**config.mk**
```make
export PLATFORM = sky130hd
export DESIGN_NAME = dcra_arbiter
export DESIGN_NICKNAME = d
export VERILOG_FILES = /design/src/dcra_pkg.sv /design/src/dcra_owner_mem.sv /design/src/dcra_arbiter.sv
export SDC_FILE = /design/constraint.sdc
export NUM_CORES = 1
export LEC_CHECK = 0
export ABC_AREA = 1
export BUFFER_PORTS_ARGS = -buffer_cell sky130_fd_sc_hd__buf_2
export CAP_MARGIN = 20
export CORE_ASPECT_RATIO = 1.1
export CORE_MARGIN = 4
export CORE_UTILIZATION = 40
export DETAILED_ROUTE_END_ITERATION = 12
export MAX_ROUTING_LAYER = met4
export SYNTH_ARGS = -nofsm -noshare
export SYNTH_HDL_FRONTEND = slang
export SYNTH_SLANG_ARGS = --single-unit
```
**constraint.sdc**
```tcl
create_clock -name i_sys_clk -period 9.65 [get_ports i_sys_clk]
set_clock_uncertainty 0.05 [all_clocks]
set_input_delay 1.4475 -clock i_sys_clk [delete_from_list [all_inputs] [get_ports i_sys_clk]]
set_output_delay 1.4475 -clock i_sys_clk [all_outputs]
set_load 0.01 [all_outputs]
```
**src/dcra_pkg.sv**
```systemverilog
package dcra_pkg;
	localparam int NUM_DRIVES = 8;
	localparam int DRV_W = 3;
	localparam int GROUP_SIZE = 3;
	localparam int CLK_HZ = 100_000_000;
	localparam int STAGGER_S = 10;
	localparam longint STAGGER_CYC = longint'(STAGGER_S) * longint'(CLK_HZ);
	localparam logic [7:0] SENSE3_RESERVED_BIT = 8'h08;
	localparam logic [7:0] STAT_HOLDOFF = 8'h10;
	localparam logic [7:0] STAT_BUSY = 8'h10;
	localparam logic [7:0] STAT_OK = 8'h00;

	typedef struct packed {
		logic req;
		logic [2:0] drive;
		logic chain_end;
		logic intr_done;
		logic sense_done;
		logic start_chain;
		logic seek;
	} dcra_chan_req_t;

	typedef struct packed {
		logic grant;
		logic holdoff;
		logic busy;
		logic attn;
		logic [7:0] status;
		logic [7:0] third_sense_byte;
	} dcra_chan_rsp_t;
endpackage

```
**src/dcra_owner_mem.sv**
```systemverilog
`timescale 1ns/1ps
`default_nettype none
// per-drive owner table; read data registered
module dcra_owner_mem #(
	parameter int DEPTH = 8,
	parameter int AW = 3
) (
	input wire logic i_sys_clk, // clock
	input wire logic i_rst, // async reset
	input wire logic i_we, // write enable
	input wire logic [AW-1:0] i_waddr, // write index
	input wire logic [2:0] i_wdata, // {valid, remote, chan}
	input wire logic [AW-1:0] i_raddr, // read index
	output logic [2:0] o_rdata // registered read data
);
	logic [2:0] mem_ff [DEPTH];
	always_ff @(posedge i_sys_clk or posedge i_rst) begin
		if (i_rst) begin
			for (int i = 0; i < DEPTH; i++) begin
				mem_ff[i] <= 3'h0;
			end
			o_rdata <= 3'h0;
		end else begin
			if (i_we) begin
				mem_ff[i_waddr] <= i_wdata;
			end
			o_rdata <= (i_we && i_waddr == i_raddr) ? i_wdata : mem_ff[i_raddr];
		end
	end
endmodule // dcra_owner_mem
`default_nettype wire

```
**src/dcra_arbiter.sv**
```systemverilog
`timescale 1ns/1ps
`default_nettype none
// What this block does
// (RL1) free controller accepts either channel
// (RL2) first requester holds until chain/interrupt/sense done
// (RL3) held-off channel gets hold-off status byte
// (RL4) interrupt held-off channel when controller frees
// (RL5) drive reserved to first requesting channel
// (RL6) reserved idle drive: sense byte bit set
// (RL7) reserved drive with active chain: busy
// (RL8) chain end releases drive reservation
// (RL9) power drives in groups of three, staggered
// (RL10) one drive transfers, others may seek
// (RL11) one to eight drives, dedicated lines
// (RL12) simultaneous request: channel zero wins
module dcra_arbiter #(
	parameter int NDRV = dcra_pkg::NUM_DRIVES,
	parameter longint STAGGER = dcra_pkg::STAGGER_CYC
) (
	input wire logic i_sys_clk, // 100 MHz clock
	input wire logic i_rst, // async reset, high
	input wire dcra_pkg::dcra_chan_req_t i_ch0, // channel zero request group
	input wire dcra_pkg::dcra_chan_req_t i_ch1, // channel one request group
	input wire logic [NDRV-1:0] i_remote_rsv, // drive held by other controller (pin)
	input wire logic [NDRV-1:0] i_remote_chain, // other controller chain active (pin)
	input wire logic i_power_switch, // subsystem_power_switch (pin)
	output dcra_pkg::dcra_chan_rsp_t o_rsp0, // channel zero answer
	output dcra_pkg::dcra_chan_rsp_t o_rsp1, // channel one answer
	output logic [NDRV-1:0] o_local_rsv, // drive reserved by this controller
	output logic [NDRV-1:0] o_drive_power, // power_control_unit drive enables
	output logic [NDRV-1:0] o_xfer_sel, // one-hot data transfer select
	output logic [NDRV-1:0] o_seek_en // off-line seek enable
);
	import dcra_pkg::*;

	typedef enum logic [1:0] {ST_FREE, ST_OWN0, ST_OWN1} dcra_state_t;
	dcra_state_t state_ff, nxt_state;

	// pin synchronisers
	logic [NDRV-1:0] rrsv_s1_ff, rrsv_ff, rchn_s1_ff, rchn_ff;
	logic pwr_s1_ff, pwr_ff;
	always_ff @(posedge i_sys_clk or posedge i_rst) begin
		if (i_rst) begin
			rrsv_s1_ff <= '0;
			rrsv_ff <= '0;
			rchn_s1_ff <= '0;
			rchn_ff <= '0;
			pwr_s1_ff <= 1'b0;
			pwr_ff <= 1'b0;
		end else begin
			rrsv_s1_ff <= i_remote_rsv;
			rrsv_ff <= rrsv_s1_ff;
			rchn_s1_ff <= i_remote_chain;
			rchn_ff <= rchn_s1_ff;
			pwr_s1_ff <= i_power_switch;
			pwr_ff <= pwr_s1_ff;
		end
	end

	// controller reservation
	logic chain_done_ff, intr_done_ff, sense_done_ff;
	logic pend0_ff, pend1_ff;
	logic [2:0] sel_drive_ff;
	wire own0 = (state_ff == ST_OWN0);
	wire own1 = (state_ff == ST_OWN1);
	wire cur_chain_end = own0 ? i_ch0.chain_end : i_ch1.chain_end;
	wire cur_intr = own0 ? i_ch0.intr_done : i_ch1.intr_done;
	wire cur_sense = own0 ? i_ch0.sense_done : i_ch1.sense_done;
	wire all_done = (chain_done_ff | cur_chain_end) & (intr_done_ff | cur_intr)
		& (sense_done_ff | cur_sense); // RL2
	wire grant0 = (state_ff == ST_FREE) && i_ch0.req; // RL1 RL12
	wire grant1 = (state_ff == ST_FREE) && i_ch1.req && !i_ch0.req; // RL1 RL12
	wire hold0 = i_ch0.req && (own1 || ((state_ff == ST_FREE) && 1'b0)); // RL3
	wire hold1 = i_ch1.req && (own0 || ((state_ff == ST_FREE) && i_ch0.req)); // RL3 RL12
	wire release_now = (own0 || own1) && all_done;

	always_comb begin
		nxt_state = state_ff;
		case (state_ff)
			ST_FREE: begin
				if (grant0) begin
					nxt_state = ST_OWN0;
				end else if (grant1) begin
					nxt_state = ST_OWN1;
				end
			end
			ST_OWN0, ST_OWN1: begin
				if (release_now) begin
					nxt_state = ST_FREE; // RL2
				end
			end
			default: nxt_state = ST_FREE;
		endcase
	end

	always_ff @(posedge i_sys_clk or posedge i_rst) begin
		if (i_rst) begin
			state_ff <= ST_FREE;
			chain_done_ff <= 1'b0;
			intr_done_ff <= 1'b0;
			sense_done_ff <= 1'b0;
		end else begin
			state_ff <= nxt_state;
			chain_done_ff <= release_now || grant0 || grant1 ? 1'b0 : (chain_done_ff | cur_chain_end);
			intr_done_ff <= release_now || grant0 || grant1 ? 1'b0 : (intr_done_ff | cur_intr);
			sense_done_ff <= release_now || grant0 || grant1 ? 1'b0 : (sense_done_ff | cur_sense);
		end
	end

	// pending hold-off flags; a new hold-off wins over the clearing interrupt pulse
	wire attn0 = pend0_ff && (state_ff == ST_FREE); // RL4
	wire attn1 = pend1_ff && (state_ff == ST_FREE); // RL4
	always_ff @(posedge i_sys_clk or posedge i_rst) begin
		if (i_rst) begin
			pend0_ff <= 1'b0;
			pend1_ff <= 1'b0;
		end else begin
			pend0_ff <= hold0 | (pend0_ff & ~attn0); // RL4
			pend1_ff <= hold1 | (pend1_ff & ~attn1); // RL4
		end
	end

	// drive reservation: owner table plus fast valid vector
	logic [NDRV-1:0] rsv_ff, rsv_ch_ff, chain_act_ff;
	// the granting edge must already look at the new owner's drive
	wire [2:0] req_drv = (own1 || grant1) ? i_ch1.drive : i_ch0.drive;
	wire drv_req = grant0 | grant1 | ((own0 & i_ch0.req) | (own1 & i_ch1.req));
	wire req_ch = own1 | grant1;
	wire remote_held = rrsv_ff[req_drv]; // RL5
	wire local_other = rsv_ff[req_drv] && (rsv_ch_ff[req_drv] != req_ch); // RL5
	wire drv_conflict = drv_req && (remote_held || local_other);
	wire other_chain = remote_held ? rchn_ff[req_drv] : chain_act_ff[req_drv];
	wire drv_busy = drv_conflict && other_chain; // RL7
	wire drv_sense = drv_conflict && !other_chain; // RL6
	wire drv_take = drv_req && !drv_conflict;

	genvar g;
	generate
		for (g = 0; g < NDRV; g++) begin : g_drv
			wire hit = (req_drv == 3'(g));
			wire rel = rsv_ff[g] && (own0 || own1) && cur_chain_end
				&& (rsv_ch_ff[g] == own1); // RL8
			always_ff @(posedge i_sys_clk or posedge i_rst) begin
				if (i_rst) begin
					rsv_ff[g] <= 1'b0;
					rsv_ch_ff[g] <= 1'b0;
					chain_act_ff[g] <= 1'b0;
				end else if (drv_take && hit) begin
					rsv_ff[g] <= 1'b1; // RL5
					rsv_ch_ff[g] <= req_ch;
					chain_act_ff[g] <= chain_act_ff[g] | (own1 ? i_ch1.start_chain : i_ch0.start_chain);
				end else if (rel) begin
					rsv_ff[g] <= 1'b0; // RL8
					chain_act_ff[g] <= 1'b0;
				end
			end
		end
	endgenerate

	logic [2:0] owner_rd;
	dcra_owner_mem #(.DEPTH(NDRV), .AW(DRV_W)) u_owner (
		.i_sys_clk(i_sys_clk),
		.i_rst(i_rst),
		.i_we(drv_take),
		.i_waddr(req_drv),
		.i_wdata({1'b1, 1'b0, req_ch}),
		.i_raddr(sel_drive_ff),
		.o_rdata(owner_rd)
	);

	// staggered power-up
	logic [63:0] stag_cnt_ff;
	logic [3:0] groups_on_ff;
	wire stag_tick = (stag_cnt_ff == 64'(STAGGER - 1));
	wire all_on = (int'(groups_on_ff) * GROUP_SIZE >= NDRV);
	always_ff @(posedge i_sys_clk or posedge i_rst) begin
		if (i_rst) begin
			stag_cnt_ff <= 64'h0;
			groups_on_ff <= 4'h0;
		end else if (!pwr_ff) begin
			stag_cnt_ff <= 64'h0;
			groups_on_ff <= 4'h0;
		end else if (groups_on_ff == 4'h0) begin
			groups_on_ff <= 4'h1; // RL9 first group at once
		end else if (!all_on) begin
			stag_cnt_ff <= stag_tick ? 64'h0 : stag_cnt_ff + 64'h1;
			if (stag_tick) begin
				groups_on_ff <= groups_on_ff + 4'h1; // RL9
			end
		end
	end

	// outputs, all registered
	logic [NDRV-1:0] pwr_mask;
	always_comb begin
		for (int i = 0; i < NDRV; i++) begin
			pwr_mask[i] = (i / GROUP_SIZE) < int'(groups_on_ff); // RL9 RL11
		end
	end
	wire [7:0] stat0 = (hold0 || (own0 && drv_busy)) ? STAT_BUSY : STAT_OK;
	wire [7:0] stat1 = (hold1 || (own1 && drv_busy)) ? STAT_HOLDOFF : STAT_OK; // RL3 RL7
	wire [7:0] sense0 = (own0 || grant0) && drv_sense ? SENSE3_RESERVED_BIT : 8'h00; // RL6
	wire [7:0] sense1 = (own1 || grant1) && drv_sense ? SENSE3_RESERVED_BIT : 8'h00; // RL6
	wire xfer_ok = (own0 || own1) && owner_rd[2] && (owner_rd[0] == own1);

	always_ff @(posedge i_sys_clk or posedge i_rst) begin
		if (i_rst) begin
			o_rsp0 <= '0;
			o_rsp1 <= '0;
			o_local_rsv <= '0;
			o_drive_power <= '0;
			o_xfer_sel <= '0;
			o_seek_en <= '0;
			sel_drive_ff <= 3'h0;
		end else begin
			o_rsp0 <= '{grant: own0 | grant0, holdoff: hold0, busy: own0 & drv_busy,
				attn: attn0, status: stat0, third_sense_byte: sense0};
			o_rsp1 <= '{grant: own1 | grant1, holdoff: hold1, busy: own1 & drv_busy,
				attn: attn1, status: stat1, third_sense_byte: sense1};
			o_local_rsv <= rsv_ff;
			o_drive_power <= pwr_mask;
			if (drv_take) begin
				sel_drive_ff <= req_drv;
			end
			// one drive transfers; seeks free on the rest of the powered drives
			o_xfer_sel <= xfer_ok ? (NDRV'(1) << sel_drive_ff) : '0; // RL10
			o_seek_en <= pwr_mask & ~(xfer_ok ? (NDRV'(1) << sel_drive_ff) : '0); // RL10
		end
	end
endmodule // dcra_arbiter
`default_nettype wire

```
==> results.ini, run 1 <==
[logic_synthesis]
yosysSeqAreaShare_pct=46.4
yosys.area_share.xor_xnor_pct=4.54
netlist_area_sq_um=10400
synth_flop_cell=dfrtp_1
synth_fa_ha_area_share_pct=1.63
synth_top_area_cell=dfrtp_1
avgSynthCellArea_sq_um=8.07
synthDistinctLibCells=47
netlist_instances=1291
ys_ff_latch=193
synth_compound_area_share_pct=6.65
synth.area.top_cells=dfrtp_1, nand2_1, inv_1
synth_top_family_by_area=simple AND/OR/NAND/NOR gates
async_flop_share_pct=100
synthMuxAreaShare_pct=0
synth-edff-count=0
synth_top_area_share_pct=46.4
synth-simple-area-share_pct=30.6
synth_warnings=0

[cts]
cts_root_buf=clkbuf_16
clock_sinks=193
cts_tree=done
clock_latency_ns=0.44
htree_levels=4
path_clk_slew_ns=0.08
cts_buffer_depth=2
cts_buffers=17
hold_buffers=0
cts_resized=0
post-cts-setup-buffer-count=0

[sta]
post-route-period-util_pct=41.3
setup_violations=0
fmax_ghz=0.251
timing.hold.ws_ns=0.300
finalHoldViolations=0
setup_slack_ns=5.67
tns_ns=0
worstMarginPinSlew_ns=0.943
maxSlewHeadroom_pct=37.0
post-route-min-period_ns=3.98
rsz0062_at_grt=no
final_max_slew_viol_count=0

[final_layout]
max_flop_register=stag_cnt_ff
fillers=2610
reg.largest.list=stag_cnt_ff x64, u_owner.mem_ff x16
antenna_cells=0
nNetsFinal=1407
layout_common_cells=nand2_1, dfrtp_1, inv_1
final_cell_area_sq_um=11600
area_growth_pct=11.3
layout_commonest_cell=nand2_1
largest_reg_flops=64
layout-drive-gt1-share_pct=11.6

[worst_hold_path]
whs_endpoint=rrsv_ff[4]
hold_class=flip-flop to flip-flop
hold_start=rrsv_s1_ff[4]
holdPathStages=0

[grt]
antenna_found_initial=0
grt_use_total_pct=20.4
grt_start_max_net_pins=138
gr-total-overflow=0
grt_pass1_vias=8174
grt_pass1_wl_mm=44.7

[floorplan]
dieArea_sq_um=28700
io_pins=109
start_util_pct=40.9
die_h_um=177
rows=61
die_x_um=162
core_sq_um=25500

[setup_path]
cpPeakStageDelay_ns=0.49
crit_chain=inv_1 -> ha_1 -> inv_1 -> nand2_8 -> nand2_2 -> nand2_1 -> nand2_1 -> nand2_1 -> nand2_1 -> nand2_1 -> nand2_1 -> nand2_1 -> nand3_2 -> nand2_2 -> nor2_4 -> nand3_1 -> nand2_1
cp.arrival_ns=4.25
crit_path_start_kind=flip-flop
rr_startpoint=state_ff[0]
critical_path.max_fanout=19
critPathKind=flip-flop to flip-flop
slowest_stage=ha_1
setup.worst_path.end_class=flip-flop
rr_endpoint=u_owner.mem_ff[21]
r2r_slack_ns=5.67
cp_common_cell=nand2_1
worstRegToRegCells=17
required_ns=9.92

[detailed_routing]
dr.pass1.iters=5
drt-total-wl_mm=27.6
wl_per_cell_um=16.1
vias=8599
drtIter0Drc=546
postRouteAntennaNets=0
viasPerCell=5.01
drc_errors=0

[outcome]
outcome=complete, no violations

[job]
cap_violations=0

[pwr]
ir_worst_vdd_v=0.000105
finalPower_mw=2.69
p_leak_nw=5.43
pwr_density_cell_nw_per_um2=232

[placed_design]
port_buffers=78
pre_cts_slack_ns=5.39
dp_hpwl_mm=20.6
placed_area_sq_um=11000
gp_congestion=0.973

==> per-stage QoR <==
step                util, %  std cells
floorplan                 -       1318
global placement       43.1       1684
detailed placement     43.1       1684
CTS                    45.5       1716
global route           45.5       1716
finish                 45.5       1716
==> worst max-delay path: cells and delay by family, from the launching register on <==
kind | cells | cell delay, ns
simple gates | 14 | 2.33
buf+inv | 2 | 0.56
fa+ha+maj | 1 | 0.49
flops | 1 | 0.42
==> cell usage after synthesis (all sizes together), types with 13 or more instances <==
cell	count
nand2	304
o31ai	13
o22ai	19
dfrtp	193
o21ai	62
nand4	59
clkbuf	21
a21oi	14
nand3	87
inv	169
nor4	25
nor2	155
nor3	32
buf	44
xor2	47
==> routing by layer <==
| metal | global-route usage, % | up-vias | routed length (um) |
|---|---|---|---|
| met3 | 3.19 | 30 | 1460 |
| met2 | 31.5 | 235 | 12600 |
| met5 | - | - | 0 |
| met1 | 28.2 | 4063 | 13000 |
| li1 | - | 4271 | - |
| met4 | 5.39 | 0 | 503 |
==> kinds of logic (layout without fill, tap and decap cells) <==
logic type / Yosys count / count (layout)
AND/OR/NAND/NOR: 677 / 677
adder cells (fa/ha/maj): 13 / 13
flip-flops: 193 / 193
XOR/XNOR: 54 / 54
buffers and inverters: 235 / 287
other: 1 / 28
AO/OA/AOI/OAI: 118 / 118
==> where the power goes <==
group	internal (mW)	switching [mW]	leakage, nW
Clock	0.379	0.351	0.300
Combinational	0.269	0.660	2.63
Sequential	0.949	0.0791	2.50
==> cell type report <==
type	instances	area (sq um)	share of cell area, %
flip-flops and latches	193	4830	41.6
inverters	170	646	5.57
well taps	346	433	3.73
multi-input cells	890	4640	40.0
repair buffers	85	443	3.82
clock buffers	18	439	3.79
clock inverters	14	166	1.43
==> worst max-delay path by stage <==
stage / startpoint / to / slack, ns
global route: state_ff[0] / o_rsp1[3] / 5.24
detailed placement: i_ch0[8] / o_rsp1[3] / 5.39
CTS: state_ff[0] / o_rsp1[3] / 5.67
global placement: i_ch0[8] / o_rsp1[3] / 5.45
finish: state_ff[0] / u_owner.mem_ff[21] / 5.67
floorplan: i_rst / chain_act_ff[0] / 2.90
(Power assumes the default switching activity.)
==> inputs of run 2 (changes only) <==
ABC_AREA = 0   (was 1)
clock period = 3.3 ns   (was 9.65 ns; I/O delays follow)
==> results.ini, run 2 <==
[final_layout]
max_flop_register=stag_cnt_ff
stdcell_count=1283  ; -25%
fillers=2128  ; -18%
register_area_sq_um=4830  ; unchanged
utilization_pct=47.6  ; +2.1 points
reg.largest.list=stag_cnt_ff x64, u_owner.mem_ff x16
antenna_cells=0  ; unchanged
layout-drive-gt1-share_pct=22.9  ; +11 points
layout_commonest_cell=dfrtp_1
layout_common_cells=dfrtp_1, nor2_1, buf_2
largest_reg_flops=64  ; unchanged
multi_input_area_sq_um=4080  ; -12%
area_growth_pct=17.5
nNetsFinal=1020  ; -28%

[grt]
grt_pass1_wl_mm=33.5  ; -25%
grt_use_total_pct=16.4  ; -4.0 points
grt_start_max_net_pins=125  ; -9.4%
antenna_found_initial=0  ; unchanged
gr-total-overflow=0  ; unchanged
grt_pass1_vias=6507  ; -20%

[detailed_routing]
wl_per_cell_um=15.5  ; -3.3%
wl_met2_mm=9.75  ; -23%
met3_wirelength_um=735  ; -49%
drtIter0Drc=363  ; -34%
dr.pass1.iters=5  ; unchanged
viasPerCell=5.12  ; +2.1%
wl_met1_mm=9.16  ; -29%
drc_errors=0  ; unchanged
vias=6566  ; -24%
drt-total-wl_mm=19.9  ; -28%
postRouteAntennaNets=0  ; unchanged
top_layer_used=met4

[placed_design]
dp_hpwl_mm=14.1  ; -31%
dp.cells=1243  ; -26%
gp_congestion=0.840  ; -14%
port_buffers=78  ; unchanged

[logic_synthesis]
avgSynthCellArea_sq_um=10.8  ; +34%
synth_top_area_cell=dfrtp_1
synthDistinctLibCells=76  ; +62%
ys_top_cells_by_count=dfrtp_1, nor2_1, nand2_1
netlist_area_sq_um=9260  ; -11%
synth-edff-count=0  ; unchanged
synth_flop_cell=dfrtp_1
async_flop_share_pct=100  ; unchanged
yosysSeqAreaShare_pct=52.2  ; +5.8 points
synth_top_area_share_pct=52.2  ; +5.8 points
synth.area.top_cells=dfrtp_1, nor2_1, o21ai_0
ys_ff_latch=193  ; unchanged
synth_most_common_cell=dfrtp_1
synth_warnings=0  ; unchanged
netlist_instances=855  ; -34%

[setup_path]
worstRegToRegCells=11  ; -6
critPathKind=flip-flop to flip-flop
critical_path.max_fanout=9  ; -10
crit_path_start_kind=flip-flop
cp.arrival_ns=3.44  ; -0.81 ns
setup.worst_path.end_class=flip-flop
r2r_slack_ns=0.12  ; -5.55 ns
required_ns=3.56  ; -6.36 ns

[pwr]
pwr_density_cell_nw_per_um2=731  ; +220%
p_leak_nw=4.90  ; -9.6%
ir_worst_vdd_v=0.000323  ; +210%

[sta]
tns_ns=0  ; unchanged
fmax_ghz=0.314  ; +25%
maxSlewHeadroom_pct=49.2  ; +12 points
timing.hold.ws_ns=0.117  ; -0.184 ns
setup_violations=0  ; unchanged
final_max_slew_viol_count=0  ; unchanged
post-route-min-period_ns=3.18  ; -0.799 ns
finalHoldViolations=0  ; unchanged
post-route-period-util_pct=96.5  ; +55 points
rsz0062_at_grt=yes
worstMarginPinSlew_ns=0.759  ; -0.184 ns

[job]
cap_violations=0  ; unchanged

[cts]
clock_latency_ns=0.43  ; about the same
htree_levels=4  ; unchanged
cts_root_buf=clkbuf_16
path_clk_slew_ns=0.08  ; about the same
clock_sinks=193  ; unchanged
cts_buffer_depth=2  ; unchanged
cts_tree=done
cts_buffers=17  ; unchanged

[outcome]
outcome=complete, no violations

[floorplan]
rows=58  ; -4.9%
start_util_pct=40.5  ; -0.35 points
io_pins=109  ; unchanged
die_x_um=153  ; -5.4%
core_sq_um=22900  ; -10%
dieArea_sq_um=25700  ; -11%
die_h_um=168  ; -5.5%

[worst_hold_path]
holdPathStages=1  ; +1
hold_class=input port to flip-flop

[run 2: changes by cell type in the layout (fill, tap and decap cells not counted), sizes merged, moves of 42 or more]
cell	change
nand4	-43
nor2	-71
buf	+42
inv	-144
nand2	-241
nand3	-43
[run 2: worst max-delay path, cell delays in order, from the launching register on]
cell and delay [ns]:
dfrtp_1 0.39, buf_4 0.15, ha_4 0.18, nand2b_1 0.20, o211ai_4 0.25, mux4_2 0.54
nor2_1 0.13, o31a_1 0.22, o31ai_4 0.08, buf_12 0.18, nor4_4 0.32, mux2_2 0.37
[run 2: path summary, 6_finish.rpt]
check	end	from
max reg2reg	u_owner.mem_ff[15]	state_ff[1]
min in group asynchronous	rchn_s1_ff[2]	i_rst
min reg2reg	rrsv_ff[1]	rrsv_s1_ff[1]
max	u_owner.mem_ff[15]	state_ff[1]
max in group asynchronous	u_owner.mem_ff[15]	i_rst
min	pwr_s1_ff	i_power_switch
[run 2: layout make-up]
type | instances | area share, %
clock buffer | 20 | 4.20
clock inverter | 12 | 1.61
inverter | 31 | 1.13
multi-input combinational | 598 | 37.5
sequential | 193 | 44.4
tap | 300 | 3.45
timing repair buffer | 129 | 7.75
[run 2: repair_timing]
item,4_1_cts,5_1_grt
gates resized for setup,1,14
gates cloned,0,1
endpoints found under the hold margin,8,0
setup buffers,0,6
hold buffers,1,0
pin swaps,0,5
endpoints found under the setup margin,18,52
[run 2: through the flow]
| step | area (sq um) | total power [mW] | setup WS, ns |
|---|---|---|---|
| 2_1_floorplan | 9370 | 4.91 | 0.0324 |
| 3_3_place_gp | 10100 | 5.58 | -0.0647 |
| 3_5_place_dp | 10100 | 5.62 | -0.105 |
| 4_1_cts | 10700 | 7.88 | 0.0158 |
| 5_1_grt | 10900 | 8.41 | -0.0441 |
| 6_report | 10900 | 7.96 | 0.116 |
[run 2: layer usage]
metal / vias to the layer above / track usage, %
met1: 3237 / 21.9
met2: 131 / 26.0
met3: 26 / 2.71
li1: 3172 / -
met4: 0 / 4.46
met5: - / -
[run 2: logic make-up (layout without fill, tap and decap cells)]
logic type / after synthesis / after routing / synth area share [%]
AO/OA/AOI/OAI: 140 / 140 / 10.4
adder cells (fa/ha/maj): 13 / 13 / 1.84
buffers and inverters: 91 / 192 / 5.62
other: 1 / 28 / 0.0405
AND/OR/NAND/NOR: 337 / 337 / 19.9
multiplexers: 33 / 33 / 5.58
XOR/XNOR: 47 / 47 / 4.45
flip-flops: 193 / 193 / 52.2
[run 2: report_power, final]
part           leakage [nW]  internal (mW)  total [mW]  switching [mW]
Clock                 0.315           1.32        2.23           0.911
Combinational          2.09           1.20        2.61            1.41
Sequential             2.50           2.81        3.12           0.310
==> inputs of run 3 (changes only) <==
CORE_MARGIN = 1.5   (was 4)
HOLD_SLACK_MARGIN = 0.15   (was default)
SLEW_MARGIN = 20   (was default)
==> results.ini, run 3 (synthesis gave the netlist of run 2 again) <==
[detailed_routing]
drtIter0Drc=369  ; +1.7%
wl_met1_mm=9.57  ; +4.4%
drc_errors=0  ; unchanged
postRouteAntennaNets=0  ; unchanged
dr.pass1.iters=5  ; unchanged
drt-total-wl_mm=20.0  ; about the same
wl_met2_mm=9.60  ; -1.6%
top_layer_used=met4
vias=6641  ; +1.1%
viasPerCell=5.03  ; -1.6%
wl_per_cell_um=15.1  ; -2.7%
met3_wirelength_um=578  ; -21%

[floorplan]
rows=58  ; unchanged
dieArea_sq_um=24100  ; -6.2%
start_util_pct=40.6  ; +0.13 points
io_pins=109  ; unchanged
die_x_um=148  ; -3.3%
core_sq_um=22800  ; -0.32%
die_h_um=163  ; -3.0%

[outcome]
outcome=complete, no violations

[final_layout]
layout_common_cells=dfrtp_1, nor2_1, buf_2
nNetsFinal=1057  ; +3.6%
largest_reg_flops=64  ; unchanged
area_growth_pct=20.1
layout_commonest_cell=dfrtp_1
reg.largest.list=stag_cnt_ff x64, u_owner.mem_ff x16
layout-drive-gt1-share_pct=24.2  ; +1.4 points
antenna_cells=0  ; unchanged
fillers=2133  ; +0.23%
stdcell_count=1319  ; +2.8%
max_flop_register=stag_cnt_ff

[setup_path]
r2r_slack_ns=0.11  ; about the same
crit_family=multiplexers
cp.arrival_ns=3.45  ; about the same
rr_endpoint=rsv_ch_ff[6]
cpPeakStageDelay_ns=0.49  ; -0.05 ns
setup.worst_path.end_class=flip-flop
rr_startpoint=state_ff[1]
crit_chain=inv_2 -> ha_4 -> and3b_2 -> o211ai_4 -> buf_6 -> mux4_2 -> nor2_1 -> o31a_1 -> o31ai_4 -> buf_12 -> nor4_4 -> mux2_2
critPathKind=flip-flop to flip-flop
crit_buf_inv=3  ; +1
critical_path.max_fanout=6  ; -3
required_ns=3.56  ; about the same
worstRegToRegCells=12  ; +1
crit_path_start_kind=flip-flop
slowest_stage=mux4_2

[grt]
antenna_found_initial=0  ; unchanged
grt_pass1_wl_mm=33.0  ; -1.6%
grt_start_max_net_pins=47  ; -62%
grt_pass1_vias=6475  ; -0.49%
gr-total-overflow=0  ; unchanged
grt_use_total_pct=17.7  ; +1.4 points

[cts]
cts_buffers=17  ; unchanged
clock_latency_ns=0.43  ; about the same
cts_tree=done
cts_root_buf=clkbuf_16
path_clk_slew_ns=0.07  ; about the same
htree_levels=4  ; unchanged
clock_sinks=193  ; unchanged
cts_buffer_depth=2  ; unchanged

[sta]
post-route-period-util_pct=96.6  ; about the same
maxSlewHeadroom_pct=43.8  ; -5.4 points
setup_violations=0  ; unchanged
finalHoldViolations=0  ; unchanged
worstMarginPinSlew_ns=0.841  ; +0.0823 ns
setup_slack_ns=0.113  ; -0.00296 ns
post-route-min-period_ns=3.19  ; +0.00296 ns
final_max_slew_viol_count=0  ; unchanged
fmax_ghz=0.314  ; about the same

[pwr]
pwr_density_cell_nw_per_um2=703  ; -3.9%
ir_worst_vdd_v=0.000341  ; +5.6%
p_leak_nw=5.03  ; +2.7%

[worst_hold_path]
hold_class=input port to asynchronous set/reset pin

[placed_design]
port_buffers=78  ; unchanged
gp_congestion=0.838  ; -0.21%
dp.cells=1264  ; +1.7%
pre_cts_slack_ns=-0.0592  ; +0.0456 ns
dp_hpwl_mm=14.3  ; +1.4%

[job]
cap_violations=0  ; unchanged

==> run 3: changes by cell type in the layout (fill, tap and decap cells not counted), moves of 2 or more <==
cell / previous run / this run
buf_4: 45 / 65
buf_6: 0 / 2
bufinv_16: 4 / 2
clkinv_4: 0 / 2
clkinvlp_4: 1 / 4
dlygate4sd3_1: 1 / 17
inv_6: 4 / 2
o21ai_1: 0 / 2
==> run 3: how the worst max path moves through the flow <==
stage | cells past startpoint | slack (ns) | endpoint | from
CTS | 11 | -0.03 | rsv_ch_ff[5] | state_ff[1]
global placement | 13 | -0.04 | u_owner.mem_ff[0] | state_ff[1]
global route | 14 | -0.01 | rsv_ch_ff[7] | state_ff[0]
floorplan | 12 | 0.03 | rsv_ch_ff[4] | state_ff[0]
detailed placement | 13 | -0.06 | u_owner.mem_ff[0] | state_ff[1]
finish | 12 | 0.11 | rsv_ch_ff[6] | state_ff[1]
==> run 3: cell type report <==
cell class	instances	area [sq um]	area share (%)
flip-flops and latches	193	4830	43.4
multi-input cells	598	4070	36.6
repair buffers	166	1150	10.3
clock buffers	18	439	3.95
well taps	300	375	3.37
clock inverters	13	138	1.24
inverters	31	123	1.10
==> run 3: per-layer routing <==
metal  up-vias  track usage, %
li1       3252               -
met1      3267            24.1
met2       103            27.6
met3        19            3.03
met4         0            4.73
met5         -               -
==> run 3: worst register-to-register path: cells and delay by family, from the launching register on <==
family                     cells  cell delay (ns)
DFF                            1             0.39
adders and majority gates      1             0.17
AOI/OAI and AO/OA              3             0.58
buffers and inverters          3             0.36
and+or+nand+nor                3             0.65
muxes                          2             0.87
==> run 3: per-stage QoR <==
step | hold WS (ns) | power (mW) | TNS [ns] | util, % | area (sq um)
after floorplan | 0.281 | 4.91 | 0 | - | 9370
after global placement | 0.282 | 5.66 | -0.0583 | 45.0 | 10200
after detailed placement | 0.285 | 5.70 | -0.260 | 45.0 | 10200
after CTS | 0.194 | 7.79 | -0.179 | 48.3 | 11000
after global routing | 0.229 | 8.30 | -0.0103 | 48.8 | 11100
final | 0.172 | 7.82 | 0 | 48.8 | 11100
==> run 3: report_power, final <==
group | switching, mW | total [mW] | internal, mW
registers | 0.313 | 3.12 | 2.81
clock network | 0.907 | 2.04 | 1.13
logic | 1.40 | 2.66 | 1.26
total | 2.62 | 7.82 | 5.20
==> run 3: repair_timing <==
action / CTS / global route
pin swaps: 2 / 8
hold endpoints to repair: 17 / 0
resized for setup: 1 / 18
setup buffers: 2 / 5
endpoints found under the setup margin: 27 / 45
hold buffers: 17 / 0
